$ cat src/inc/xcvr_consts.vh
// constants for the quad bus transceiver slice
`ifndef XCVR_CONSTS_VH
`define XCVR_CONSTS_VH
`define XCVR_WIDTH 4
`define XCVR_SEL_PORT_A 1'b0
`define XCVR_SEL_PORT_B 1'b1
`define XCVR_DRV_RESET 4'h0
`define XCVR_LATCH_RESET 4'h0
`define XCVR_SYNC_STAGES 3
`endif

$ cat src/verilog/odd_parity.v
// odd parity generator over a data word
`timescale 1ns/1ps
`default_nettype none
module odd_parity #(
  parameter WIDTH = 4
) (
  input wire [WIDTH-1:0] data,
  output wire parity
);
  // high when the data holds an even count of ones, so the total is odd
  assign parity = ~(^data);
endmodule
`default_nettype wire

$ cat src/verilog/quad_bus_transceiver_parity.v
// quad three-state bus transceiver with driver register, receive latch and parity
`timescale 1ns/1ps
`default_nettype none
`include "xcvr_consts.vh"
// Contract
// - four-bit driver register, mux per bit
// - select low loads port a, high b
// - register loads only on driver clock rise
// - enable high releases all bus lines
// - enabled bus carries inverted register bits
// - every bus line feeds its own receiver
// - receiver inverts bus, end-to-end non-inverting
// - four receiver latches drive receiver outputs
// - latch enable low: outputs follow bus
// - latch enable high: hold captured value
// - driving: parity of selected input data
// - not driving: parity of latch outputs
module quad_bus_transceiver_parity #(
  parameter WIDTH = `XCVR_WIDTH
) (
  input wire clk,
  input wire rst,
  input wire ce,
  input wire [WIDTH-1:0] port_a,
  input wire [WIDTH-1:0] port_b,
  input wire port_sel,
  input wire driver_register_clock,
  input wire bus_drive_enable_n,
  input wire receiver_latch_enable_n,
  input wire [WIDTH-1:0] bus_in,
  output wire [WIDTH-1:0] bus_out,
  output wire [WIDTH-1:0] bus_oe,
  output wire [WIDTH-1:0] rx_data,
  output wire parity
);
  // pin inputs pass three flops; a change counts when stages two and three agree
  reg [2:0] drclk_sync_q;
  reg [2:0] den_sync_q;
  reg [2:0] rle_sync_q;
  reg [2:0] sel_sync_q;
  reg drclk_q;
  reg den_n_q;
  reg rle_n_q;
  reg sel_q;
  reg [WIDTH-1:0] a_s1_q;
  reg [WIDTH-1:0] a_s2_q;
  reg [WIDTH-1:0] a_s3_q;
  reg [WIDTH-1:0] a_q;
  reg [WIDTH-1:0] b_s1_q;
  reg [WIDTH-1:0] b_s2_q;
  reg [WIDTH-1:0] b_s3_q;
  reg [WIDTH-1:0] b_q;
  reg [WIDTH-1:0] bus_s1_q;
  reg [WIDTH-1:0] bus_s2_q;
  reg [WIDTH-1:0] bus_s3_q;
  reg [WIDTH-1:0] bus_q;
  reg [WIDTH-1:0] drv_q;
  reg [WIDTH-1:0] drv_d;
  reg [WIDTH-1:0] latch_q;
  wire [WIDTH-1:0] rx_inv;
  wire [WIDTH-1:0] parity_src;
  wire drclk_rise;

  // a pulse shorter than one clock period never agrees and is dropped
  function settled_bit;
    input late;
    input later;
    begin
      settled_bit = (late == later);
    end
  endfunction

  // control pins reset to their idle level so no false edge follows reset
  always @(posedge clk or posedge rst)
  begin
    if (rst)
    begin
      drclk_sync_q <= 3'h0;
      den_sync_q <= 3'h7;
      rle_sync_q <= 3'h0;
      sel_sync_q <= 3'h0;
    end
    else if (ce)
    begin
      drclk_sync_q <= {drclk_sync_q[1:0], driver_register_clock};
      den_sync_q <= {den_sync_q[1:0], bus_drive_enable_n};
      rle_sync_q <= {rle_sync_q[1:0], receiver_latch_enable_n};
      sel_sync_q <= {sel_sync_q[1:0], port_sel};
    end
  end

  always @(posedge clk or posedge rst)
  begin
    if (rst)
    begin
      drclk_q <= 1'b0;
      den_n_q <= 1'b1;
      rle_n_q <= 1'b0;
      sel_q <= `XCVR_SEL_PORT_A;
    end
    else if (ce)
    begin
      if (settled_bit(drclk_sync_q[1], drclk_sync_q[2]))
        drclk_q <= drclk_sync_q[2];
      if (settled_bit(den_sync_q[1], den_sync_q[2]))
        den_n_q <= den_sync_q[2];
      if (settled_bit(rle_sync_q[1], rle_sync_q[2]))
        rle_n_q <= rle_sync_q[2];
      if (settled_bit(sel_sync_q[1], sel_sync_q[2]))
        sel_q <= sel_sync_q[2];
    end
  end

  always @(posedge clk or posedge rst)
  begin
    if (rst)
    begin
      a_s1_q <= {WIDTH{1'b0}};
      a_s2_q <= {WIDTH{1'b0}};
      a_s3_q <= {WIDTH{1'b0}};
      a_q <= {WIDTH{1'b0}};
    end
    else if (ce)
    begin
      a_s1_q <= port_a;
      a_s2_q <= a_s1_q;
      a_s3_q <= a_s2_q;
      if (a_s2_q == a_s3_q)
        a_q <= a_s3_q;
    end
  end

  always @(posedge clk or posedge rst)
  begin
    if (rst)
    begin
      b_s1_q <= {WIDTH{1'b0}};
      b_s2_q <= {WIDTH{1'b0}};
      b_s3_q <= {WIDTH{1'b0}};
      b_q <= {WIDTH{1'b0}};
    end
    else if (ce)
    begin
      b_s1_q <= port_b;
      b_s2_q <= b_s1_q;
      b_s3_q <= b_s2_q;
      if (b_s2_q == b_s3_q)
        b_q <= b_s3_q;
    end
  end

  // all-ones reset reads back through the inverter as the latch reset of zero
  always @(posedge clk or posedge rst)
  begin
    if (rst)
    begin
      bus_s1_q <= {WIDTH{1'b1}};
      bus_s2_q <= {WIDTH{1'b1}};
      bus_s3_q <= {WIDTH{1'b1}};
      bus_q <= {WIDTH{1'b1}};
    end
    else if (ce)
    begin
      // every bus line reaches the receive path, whoever drives it
      bus_s1_q <= bus_in;
      bus_s2_q <= bus_s1_q;
      bus_s3_q <= bus_s2_q;
      if (bus_s2_q == bus_s3_q)
        bus_q <= bus_s3_q;
    end
  end

  // data and select are filtered like the clock; the outside logic sets them before the edge
  assign drclk_rise = settled_bit(drclk_sync_q[1], drclk_sync_q[2]) & drclk_sync_q[2] & ~drclk_q;

  // per-bit two-input mux in front of each flop
  genvar i;
  generate
    for (i = 0; i < WIDTH; i = i + 1)
    begin : g_mux
      always @*
      begin
        drv_d[i] = (sel_q == `XCVR_SEL_PORT_B) ? b_q[i] : a_q[i];
      end
    end
  endgenerate

  always @(posedge clk or posedge rst)
  begin
    if (rst)
      drv_q <= `XCVR_DRV_RESET;
    else if (ce && drclk_rise)
      drv_q <= drv_d;
  end

  // drive the inverted register only while enabled
  assign bus_out = ~drv_q;
  assign bus_oe = {WIDTH{~den_n_q}};

  assign rx_inv = ~bus_q;

  // latch modelled as a flop that follows while open; one cycle behind the sampled bus
  always @(posedge clk or posedge rst)
  begin
    if (rst)
      latch_q <= `XCVR_LATCH_RESET;
    else if (ce && !rle_n_q)
      latch_q <= rx_inv;
  end

  assign rx_data = latch_q;

  // generate from selected input while driving, else check latched data
  assign parity_src = den_n_q ? latch_q : drv_d;

  odd_parity #(
    .WIDTH(WIDTH)
  ) u_parity (
    .data(parity_src),
    .parity(parity)
  );
endmodule
`default_nettype wire

$ cat config.mk
export PLATFORM = sky130hd
export DESIGN_NAME = quad_bus_transceiver_parity
export DESIGN_NICKNAME = d
export VERILOG_FILES = /design/src/verilog/odd_parity.v /design/src/verilog/quad_bus_transceiver_parity.v
export VERILOG_INCLUDE_DIRS = /design/src /design/src/inc
export SDC_FILE = /design/constraint.sdc
export NUM_CORES = 1
export LEC_CHECK = 0
export ABC_AREA = 1
export BUFFER_PORTS_ARGS = -buffer_cell sky130_fd_sc_hd__buf_2
export CORE_UTILIZATION = 30
export DETAILED_ROUTE_END_ITERATION = 10
export GPL_TIMING_DRIVEN = 0
export MAX_ROUTING_LAYER = met4
export SLEW_MARGIN = 10
export SYNTH_ARGS = -nofsm -noshare
export SYNTH_HDL_FRONTEND = slang
export SYNTH_SLANG_ARGS = --single-unit
$ cat constraint.sdc
create_clock -name clk -period 3 [get_ports clk]
set_clock_uncertainty 0.05 [all_clocks]
set_input_delay 0.3 -clock clk [delete_from_list [all_inputs] [get_ports clk]]
set_output_delay 0.3 -clock clk [all_outputs]
set_load 0.02 [all_outputs]
**After elaboration in Yosys (flattened, before gate mapping)**

Cells that the tools add are included.

- Logic and storage cells: 52
- Input bits: 19
- Flip-flop bits (word level): 72

- Equal/unequal tests: 7
- Multiplexer cells: 5
- Reductions and logical operators: 11
- Bitwise logic cells: 7

Operators by type and width:

| operator | count |
|---|---|
| $reduce_and 2->1 | 7 |
| $eq 4x4->1 | 3 |
| $not 4->4 | 2 |
| $eq 1x1->1 | 4 |
| $mux 1 | 4 |
| $mux 4 | 1 |
| $reduce_xor 4->1 | 1 |
| $not 1->1 | 3 |
| $and 1x1->1 | 2 |
| $logic_and 1x1->1 | 2 |
| $logic_not 1->1 | 1 |

**Logic depth before layout (Yosys ltp)**

Gate-level depths: netlist of the first run.

- Depth in word-level cells: 4
- Gate-level depth with buffers: 10

**Hierarchy**

Synthesis of the first run repeated with hierarchy kept, for this count alone.

- Cells, all modules: 399
- Area, all modules: 3219.3 µm²

Modules (own cells, without submodules):

| module | times used | seq. area each (µm²) | cells each | area each (µm²) |
|---|---|---|---|---|
| quad_bus_transceiver_parity | 1 | 1826.8 | 380 | 3148.0 |
| odd_parity | 1 | 0.0 | 19 | 71.3 |

**Least setup slack after synthesis of the first run**

No wires, ideal clock.

- Path kind: register to output
- Start point: reg sel_q
- End point: out parity
- Slack: 1557 ps
- Required time: 2650 ps
- Data arrival time: 1093 ps
- Stages on the path, launching flop included: 11
- Cell sequence: dfrtp_1 -> buf_4 -> inv_4 -> nand2_1 -> nand2_1 -> inv_1 -> nand2_1 -> nand3_1 -> nand2_1 -> nand2_1 -> nand2_1

- Cells in the longest elaborated chain, start to end: 4
- Elaborated cells on any way between the ends: 7
- Those cells by class: mux (5); bitwise (1); reduce/logical (1)

RTL lines:

| element | RTL line | source |
|---|---|---|
| start: declaration | quad_bus_transceiver_parity.v:44 | `reg sel_q;` |
| start signal: assignment | quad_bus_transceiver_parity.v:99 | `` sel_q <= `XCVR_SEL_PORT_A; `` |
| start signal: assignment | quad_bus_transceiver_parity.v:110 | `sel_q <= sel_sync_q[2];` |
| $mux 1 | quad_bus_transceiver_parity.v:183 | `` drv_d[i] = (sel_q == `XCVR_SEL_PORT_B) ? b_q[i] : a_q[i]; `` |
| $mux 4 * | quad_bus_transceiver_parity.v:214 | `assign parity_src = den_n_q ? latch_q : drv_d;` |
| $reduce_xor 4->1 * | odd_parity.v:11 | `assign parity = ~(^data);` |
| $not 1->1 * | odd_parity.v:11 |  |
| end: declaration | quad_bus_transceiver_parity.v:34 | `output wire parity` |

Every way passes the cells marked *; elsewhere a longest branch is shown, timed or not.

**Worst setup path after layout of the first run**

Ends and elaborated chain as after synthesis.

==> results.toml, run 1 <==
[logic_synthesis]
yosysSeqAreaShare = 0.586
synth.avg_cell_area_sq_um = 8.57
ys_ff_latch = 72
syn_area_sq_mm = 0.00312
synth_cells = 364
ys_types = 23
yosys_warnings = 0
synth_nets = 384

[floorplan]
rows = 36
core_sq_mm = 0.00991
die_height_um = 104
io_pins = 32
die_w_um = 104
dieArea_sq_mm = 0.0108
initial_core_util = 0.315

[clock_tree]
cts_setup_buffers = 0
path_clk_slew_ns = 0.07
cts_resized = 0
clock_path_buffers = 2
cts_buffers = 9
clock_sink_count = 72
insertion_delay_ns = 0.35
hold_buffers = 1
htree_levels = 3
clockRootBuffer = "clkbuf_8"
cts_tree = "yes"

[sta]
clock.fmax_mhz = 511
fin_crit_sh = 0.653
slew_violations = 0
finalHoldViolations = 0
finalSetupViolCount = 0
fin_crit_ns = 1.96
final.setup.tns_ns = 0
tightest_slew_ns = 0.422
max_slew_margin = 0.719
rsz0062_at_grt = "no"

[drt]
drt_iter0_drc = 115
ant_nets = 0
wire_per_inst_um = 11.4
vias = 2330
dr.pass1.iters = 4
drc = 0
wl_um = 6230
via_per_inst = 4.28

[layout]
syn2layout_area_growth_pct = 18.6
nNetsFinal = 427
layout_common_cells = "nand2_1, dfrtp_1, o21ai_0"
final_common_cell = "nand2_1"
num_antenna_cells = 0
final_cell_count_no_fill = 545
drive_gt1_frac = 0.221

[power]
leakage_nw = 1.82
vdd_drop_max_mv = 0.221
p_per_area_mw_per_mm2 = 792

[global_routing]
grt_pass1_wl_um = 11000
grt.total_usage = 0.135
grt_max_degree = 65
antenna_found_initial = 0
grt.overflow.total = 0
grt_pass1_vias = 2390

[outcome]
run_status = "completed"

[placement]
io_buffers = 30
dp_cells = 528
place_hpwl_um = 4370
gp_congestion = 0.783

[min_path]
worstHoldPathType = "input port to flop"

[worst_setup_path]
worst_setup_path_end_kind = "output port"
path_class = "flop to output port"
crit_required_ns = 2.65
cp_max_fo = 9
critPathLaunchType = "flop"
arrival_ns = 1.61

[job]
drv_cap = 0
[per-stage QoR]
step	utilization	area [sq um]	setup WS, ns	power (mW)	hold slack, ns
6_report	0.373	3700	1.04	2.93	0.0920
5_1_grt	0.373	3700	0.845	3.15	0.0811
4_1_cts	0.373	3700	1.01	2.97	0.0755
3_5_place_dp	0.350	3470	1.41	2.10	0.163
3_3_place_gp	0.347	3440	-0.0173	2.06	0.403
2_1_floorplan	-	3120	0.858	1.88	0.345
[per-layer routing]
metal | global-route usage | share of wire
met3 | 0.0351 | 0.039
met2 | 0.213 | 0.48
met4 | 0.0643 | 0.020
met1 | 0.160 | 0.46
met5 | - | 0
[state kept, by name (all words and copies together), names as in the netlist, 4 cells and up]
register and count:
a_q 4, bus_s2_q 4, b_q 4, b_s2_q 4, a_s3_q 4, a_s1_q 4
drv_q 4, a_s2_q 4, b_s3_q 4, bus_q 4, rx_data 4, bus_s3_q 4
b_s1_q 4, bus_s1_q 4
[report_power, final]
group          internal, mW  switching, mW
Clock                 0.513          0.344
Sequential             1.22          0.141
Combinational         0.268          0.444
Total                  2.00          0.929
[worst paths after layout]
kind,slack [ns],start,endpoint,depth (start not counted)
max in group asynchronous,1.99,rst,bus_s2_q[3]$_DFFE_PP1P_,4
hold reg to reg,0.41,den_sync_q[0]$_DFFE_PP1P_,den_sync_q[1]$_DFFE_PP1P_,2
min in group asynchronous,0.33,rst,rx_data[2]$_DFFE_PP0P_,3
hold / removal,0.09,bus_in[0],bus_s1_q[0]$_DFFE_PP1P_,3
setup / recovery,1.04,sel_q$_DFFE_PP0P_,parity,11
setup reg to reg,1.69,bus_s2_q[0]$_DFFE_PP1P_,bus_q[3]$_DFFE_PP1P_,6
[synth_stat cells (all sizes together)]
master  number  share of area
a21oi        1         0.0016
or2          1         0.0020
ha           1         0.0040
nand2      149           0.18
dfrtp       52           0.42
inv         40          0.049
xor2         4          0.011
xnor2        1         0.0028
nand3       10          0.016
clkbuf       3         0.0036
buf         13          0.025
nor2        10          0.013
nor3         1         0.0052
dfstp       20           0.17
o21ai       55          0.094
o22ai        3         0.0060
[logic make-up after synthesis]
family | Yosys count | share of synthesized area
and+or+nand+nor | 171 | 0.217
DFF | 72 | 0.586
AOI/OAI and AO/OA | 59 | 0.102
buffers and inverters | 56 | 0.0774
xor gates and xnor gates | 5 | 0.0140
adders and majority gates | 1 | 0.00401
[area by class of cell]
type	instances	area, sq um
timing repair buffer	32	188
fill	1027	6210
buffer	16	88.8
clock buffer	13	159
multi-input combinational	236	1050
clock inverter	3	65.1
tap	133	166
inverter	40	155
sequential	72	1830
[critical path: stages (launching register included)]
cell	delay [ns]
dfrtp_1	0.36
buf_4	0.16
inv_4	0.07
nand2_1	0.05
nand2_1	0.10
inv_1	0.05
nand2_1	0.06
nand3_1	0.08
nand2_1	0.07
nand2_1	0.05
nand2_1	0.05
buf_2	0.16
No activity file was read; power rests on OpenSTA's default activity.
==> run 2: changes to the inputs <==
Clock period 3 ns to 1.9 ns, I/O delays scaled along.
==> results.toml, run 2 (synthesized netlist as in run 1, its figures left out) <==
[placement]
placed_area_sq_mm = 0.00346
gp_congestion = 0.796
place_hpwl_um = 4320
io_buffers = 30
pre_cts_slack_ns = 0.437

[sta]
whs_ns = 0.00394
tightest_slew_ns = 0.816
fin_crit_sh = 0.932
clock.fmax_mhz = 565
setup_slack_ns = 0.129
fin_crit_ns = 1.77
finalHoldViolations = 0
finalSetupViolCount = 0
slew_violations = 0
max_slew_margin = 0.455

[clock_tree]
clock_sink_count = 72
cts_tree = "yes"
clock_path_buffers = 2
insertion_delay_ns = 0.35
path_clk_slew_ns = 0.08
clockRootBuffer = "clkbuf_8"
htree_levels = 3
cts_buffers = 9

[floorplan]
dieArea_sq_mm = 0.0108
core_sq_mm = 0.00991
die_w_um = 104
io_pins = 32
initial_core_util = 0.315
rows = 36
die_height_um = 104

[worst_setup_path]
crit_top_cell = "nand2_1"
cp_max_fo = 6
slowest_delay_ns = 0.39
rr_startpoint = "bus_s2_q[0]$_DFFE_PP1P_"
rr_worst_depth = 7
path_class = "flop to output port"
worst_setup_path_end_kind = "output port"
crit_buf_inv = 4
critPathLaunchType = "flop"
arrival_ns = 1.53
r2r_end = "bus_q[0]$_DFFE_PP1P_"
crit_slowest_cell = "dfrtp_1"
reg2reg_slack_ns = 0.59
crit_path_cell_trace = "buf_6, inv_6, nand2_1, nand2_1, nand2_1, nand3_2, nand2_2, inv_1, nand2_1, nand2_1, buf_6"
crit_required_ns = 1.66
cp_top_family = "simple AND/OR/NAND/NOR gates"

[layout]
num_antenna_cells = 0
fin_util = 0.390
fillers = 1034
postLayoutCellArea_sq_mm = 0.00387
layout_common_cells = "nand2_1, dfrtp_1, o21ai_0"
nNetsFinal = 443
syn2layout_area_growth_pct = 23.9
drive_gt1_frac = 0.241
final_common_cell = "nand2_1"

[drt]
ant_nets = 0
drc = 0
dr.pass1.iters = 4
vias = 2428
drt_iter0_drc = 78
via_per_inst = 4.33
wire_per_inst_um = 11.1
wl_um = 6220

[outcome]
run_status = "completed"

[global_routing]
antenna_found_initial = 0
grt.overflow.total = 0
grt_max_degree = 38
grt_pass1_vias = 2335
grt.total_usage = 0.133
grt_pass1_wl_um = 11000

[power]
p_switching_mw = 1.53
pwr-share-comb = 0.268
vdd_drop_max_mv = 0.542
seqPwrFrac = 0.464
leakage_nw = 1.88
internal_power_mw = 3.11
p_per_area_mw_per_mm2 = 1200
swShare = 0.329
p_clk_frac = 0.267

[min_path]
worstHoldPathType = "input port to flop"
min_path_cells = 3
worstHoldStart = "bus_in[1]"
hold_end = "bus_s1_q[1]$_DFFE_PP1P_"

[job]
drv_cap = 0
run 2: area by class of cell:
| cell class | instances | area (sq um) | share of cell area |
|---|---|---|---|
| buffer | 16 | 92.6 | 0.0239 |
| sequential | 72 | 1830 | 0.472 |
| timing repair buffer | 48 | 339 | 0.0877 |
| tap | 133 | 166 | 0.0430 |
| inverter | 40 | 159 | 0.0411 |
| clock inverter | 5 | 55.1 | 0.0142 |
| clock buffer | 11 | 151 | 0.0392 |
| multi-input combinational | 236 | 1080 | 0.278 |
run 2: tightest hold or removal path, stage by stage:
cell	delay (ns)
buf_2	0.08
nand2_1	0.04
o21ai_0	0.06
run 2: power by group through the flow:
stage / registers (mW) / clock network, mW / logic, mW
final: 2.15 / 1.24 / 1.25
after CTS: 2.15 / 1.27 / 1.15
after floorplan: 2.16 / 0 / 0.807
after global routing: 2.20 / 1.33 / 1.42
after global placement: 2.17 / 0 / 1.10
after detailed placement: 2.18 / 0 / 1.13
run 2: per-layer routing:
layer,global-route usage,vias up,part of all wire
met5,-,-,0
met4,0.0673,0,0.023
met3,0.0288,11,0.042
met2,0.207,45,0.47
met1,0.162,1128,0.47
li1,-,1244,-
run 2: worst max-delay path by stage:
stage                      startpoint                      to  slack (ns)  cells after the start
floorplan           sel_q$_DFFE_PP0P_                  parity        0.57                     10
detailed placement  sel_q$_DFFE_PP0P_                  parity        0.44                     11
finish              sel_q$_DFFE_PP0P_                  parity        0.13                     11
CTS                 sel_q$_DFFE_PP0P_                  parity        0.04                     11
global route        sel_q$_DFFE_PP0P_                  parity      -0.004                     11
global placement                  rst  rx_data[1]$_DFFE_PP0P_        0.34                      2
run 2: what timing repair did:
item | CTS | global route
setup buffers | 0 | 1
resized for setup | 0 | 12
hold buffers | 15 | 0
endpoints found under the hold margin | 38 | 0
endpoints found under the setup margin | 0 | 1
run 2: through the flow:
step                      cells  TNS [ns]  power (mW)
final                       561         0        4.64
after global routing        561  -0.00400        4.96
after CTS                   559         0        4.58
after detailed placement    528         0        3.31
after global placement      527         0        3.26
after floorplan             364         0        2.97
==> run 3: changes to the inputs <==
Clock period 1.9 ns to 2 ns, I/O delays scaled along.
==> results.toml, run 3 (synthesized netlist as in run 1, its figures left out) <==
[power]
leakage_nw = 1.85
p_switching_mw = 1.41
internal_power_mw = 2.90
p_per_area_mw_per_mm2 = 1130
swShare = 0.327
p_clk_frac = 0.273
seqPwrFrac = 0.474
vdd_drop_max_mv = 0.425
pwr-share-comb = 0.254

[layout]
final_cell_count_no_fill = 557
fin_util = 0.384
syn2layout_area_growth_pct = 21.9
fillers = 1038
final_common_cell = "nand2_1"
regArea_sq_mm = 0.00183
multi_input_area_sq_mm = 0.00105
nNetsFinal = 439
num_antenna_cells = 0
layout_common_cells = "nand2_1, dfrtp_1, o21ai_0"
drive_gt1_frac = 0.222

[drt]
wl_um = 6160
drc = 0
ant_nets = 0
drt_iter0_drc = 95
vias = 2416
wire_per_inst_um = 11.1
dr.pass1.iters = 4
via_per_inst = 4.34

[sta]
finalHoldViolations = 0
max_slew_margin = 0.454
clock.fmax_mhz = 552
rsz0062_at_grt = "no"
fin_crit_sh = 0.906
fin_crit_ns = 1.81
final.setup.tns_ns = 0
setup_slack_ns = 0.188
slew_violations = 0
finalSetupViolCount = 0
tightest_slew_ns = 0.817

[floorplan]
io_pins = 32
die_height_um = 104
rows = 36
core_sq_mm = 0.00991
dieArea_sq_mm = 0.0108
initial_core_util = 0.315
die_w_um = 104

[worst_setup_path]
slowest_delay_ns = 0.36
cp_top_family = "simple AND/OR/NAND/NOR gates"
crit_required_ns = 1.75
crit_slowest_cell = "dfrtp_1"
critPathLaunchType = "flop"
worst_setup_path_end_kind = "output port"
cp_max_fo = 9
path_class = "flop to output port"
crit_buf_inv = 4
crit_top_cell = "nand2_1"
arrival_ns = 1.56
crit_path_cell_trace = "buf_4, inv_4, nand2_1, nand2_1, nand2_1, nand3_1, nand2_1, inv_1, nand2_1, nand2_1, buf_4"

[global_routing]
grt.overflow.total = 0
grt_pass1_wl_um = 11000
grt_max_degree = 38
grt_pass1_vias = 2317
antenna_found_initial = 0
grt.total_usage = 0.132

[placement]
place_hpwl_um = 4320
pre_cts_slack_ns = 0.527
dp_cells = 528
io_buffers = 30
gp_congestion = 0.796

[clock_tree]
clockRootBuffer = "clkbuf_8"
insertion_delay_ns = 0.35
path_clk_slew_ns = 0.08
clock_sink_count = 72
cts_tree = "yes"
clock_path_buffers = 2
htree_levels = 3
cts_buffers = 9

[outcome]
run_status = "completed"

[min_path]
worstHoldPathType = "input port to flop"

[job]
drv_cap = 0
==> run 3: cell types whose count changed in the layout (fill, tap and decap cells not counted) <==
cell           change
dlygate4sd3_1      -2
buf_2              -1
nand2_2            -5
nand2_1            +5
buf_6              -2
inv_4              +1
nand3_1            +2
nand3_2            -2
inv_6              -1
buf_4              +1
==> run 3: timing repair <==
action                                 CTS  global route
hold buffers                            13             0
setup endpoints to repair                0             1
buffers inserted                         0             0
endpoints found under the hold margin   36             0
gates resized for setup                  0             2
==> run 3: worst min-delay path, cell delays in order <==
cell and delay [ns]:
buf_2 0.08, nand2_1 0.05, nand2_1 0.06
==> run 3: final timing paths <==
path,startpoint,end,slack [ns],cells past startpoint
max,sel_q$_DFFE_PP0P_,parity,0.19,11
min,port_a[2],a_s1_q[2]$_DFFE_PP0P_,0.008,3
max reg2reg,bus_s2_q[0]$_DFFE_PP1P_,bus_q[0]$_DFFE_PP1P_,0.69,7
min reg2reg,bus_s1_q[0]$_DFFE_PP1P_,bus_s1_q[0]$_DFFE_PP1P_,0.41,2
max in group asynchronous,rst,bus_s3_q[3]$_DFFE_PP1P_,0.69,4
min in group asynchronous,rst,b_s1_q[0]$_DFFE_PP0P_,0.51,3
==> run 3: final cells by class <==
type | instances | share of cell area
buffer | 16 | 0.0234
inverter | 40 | 0.0411
multi-input combinational | 236 | 0.277
tap | 133 | 0.0438
sequential | 72 | 0.481
timing repair buffer | 44 | 0.0797
clock buffer | 11 | 0.0398
clock inverter | 5 | 0.0145
==> run 3: per-stage QoR <==
step                      power (mW)  hold WS [ns]  instance area (sq um)
after floorplan                 2.82         0.245                   3120
after global placement          3.10         0.355                   3440
after detailed placement        3.14         0.345                   3460
after CTS                       4.35      0.000456                   3800
after global routing            4.62      0.000102                   3800
final                           4.31       0.00849                   3800
==> run 3: layer usage <==
layer | track usage | wire [um] | vias up
met5 | - | 0 | -
met4 | 0.0673 | 141 | 0
met3 | 0.0288 | 247 | 11
met2 | 0.206 | 2880 | 48
met1 | 0.162 | 2890 | 1121
li1 | - | - | 1236
==> run 3: power groups by stage <==
| stage | logic (mW) | registers, mW | clock network [mW] |
|---|---|---|---|
| 5_1_grt | 1.26 | 2.09 | 1.27 |
| 3_5_place_dp | 1.07 | 2.07 | 0 |
| 4_1_cts | 1.09 | 2.05 | 1.21 |
| 3_3_place_gp | 1.04 | 2.06 | 0 |
| 6_report | 1.09 | 2.04 | 1.17 |
| 2_1_floorplan | 0.766 | 2.05 | 0 |
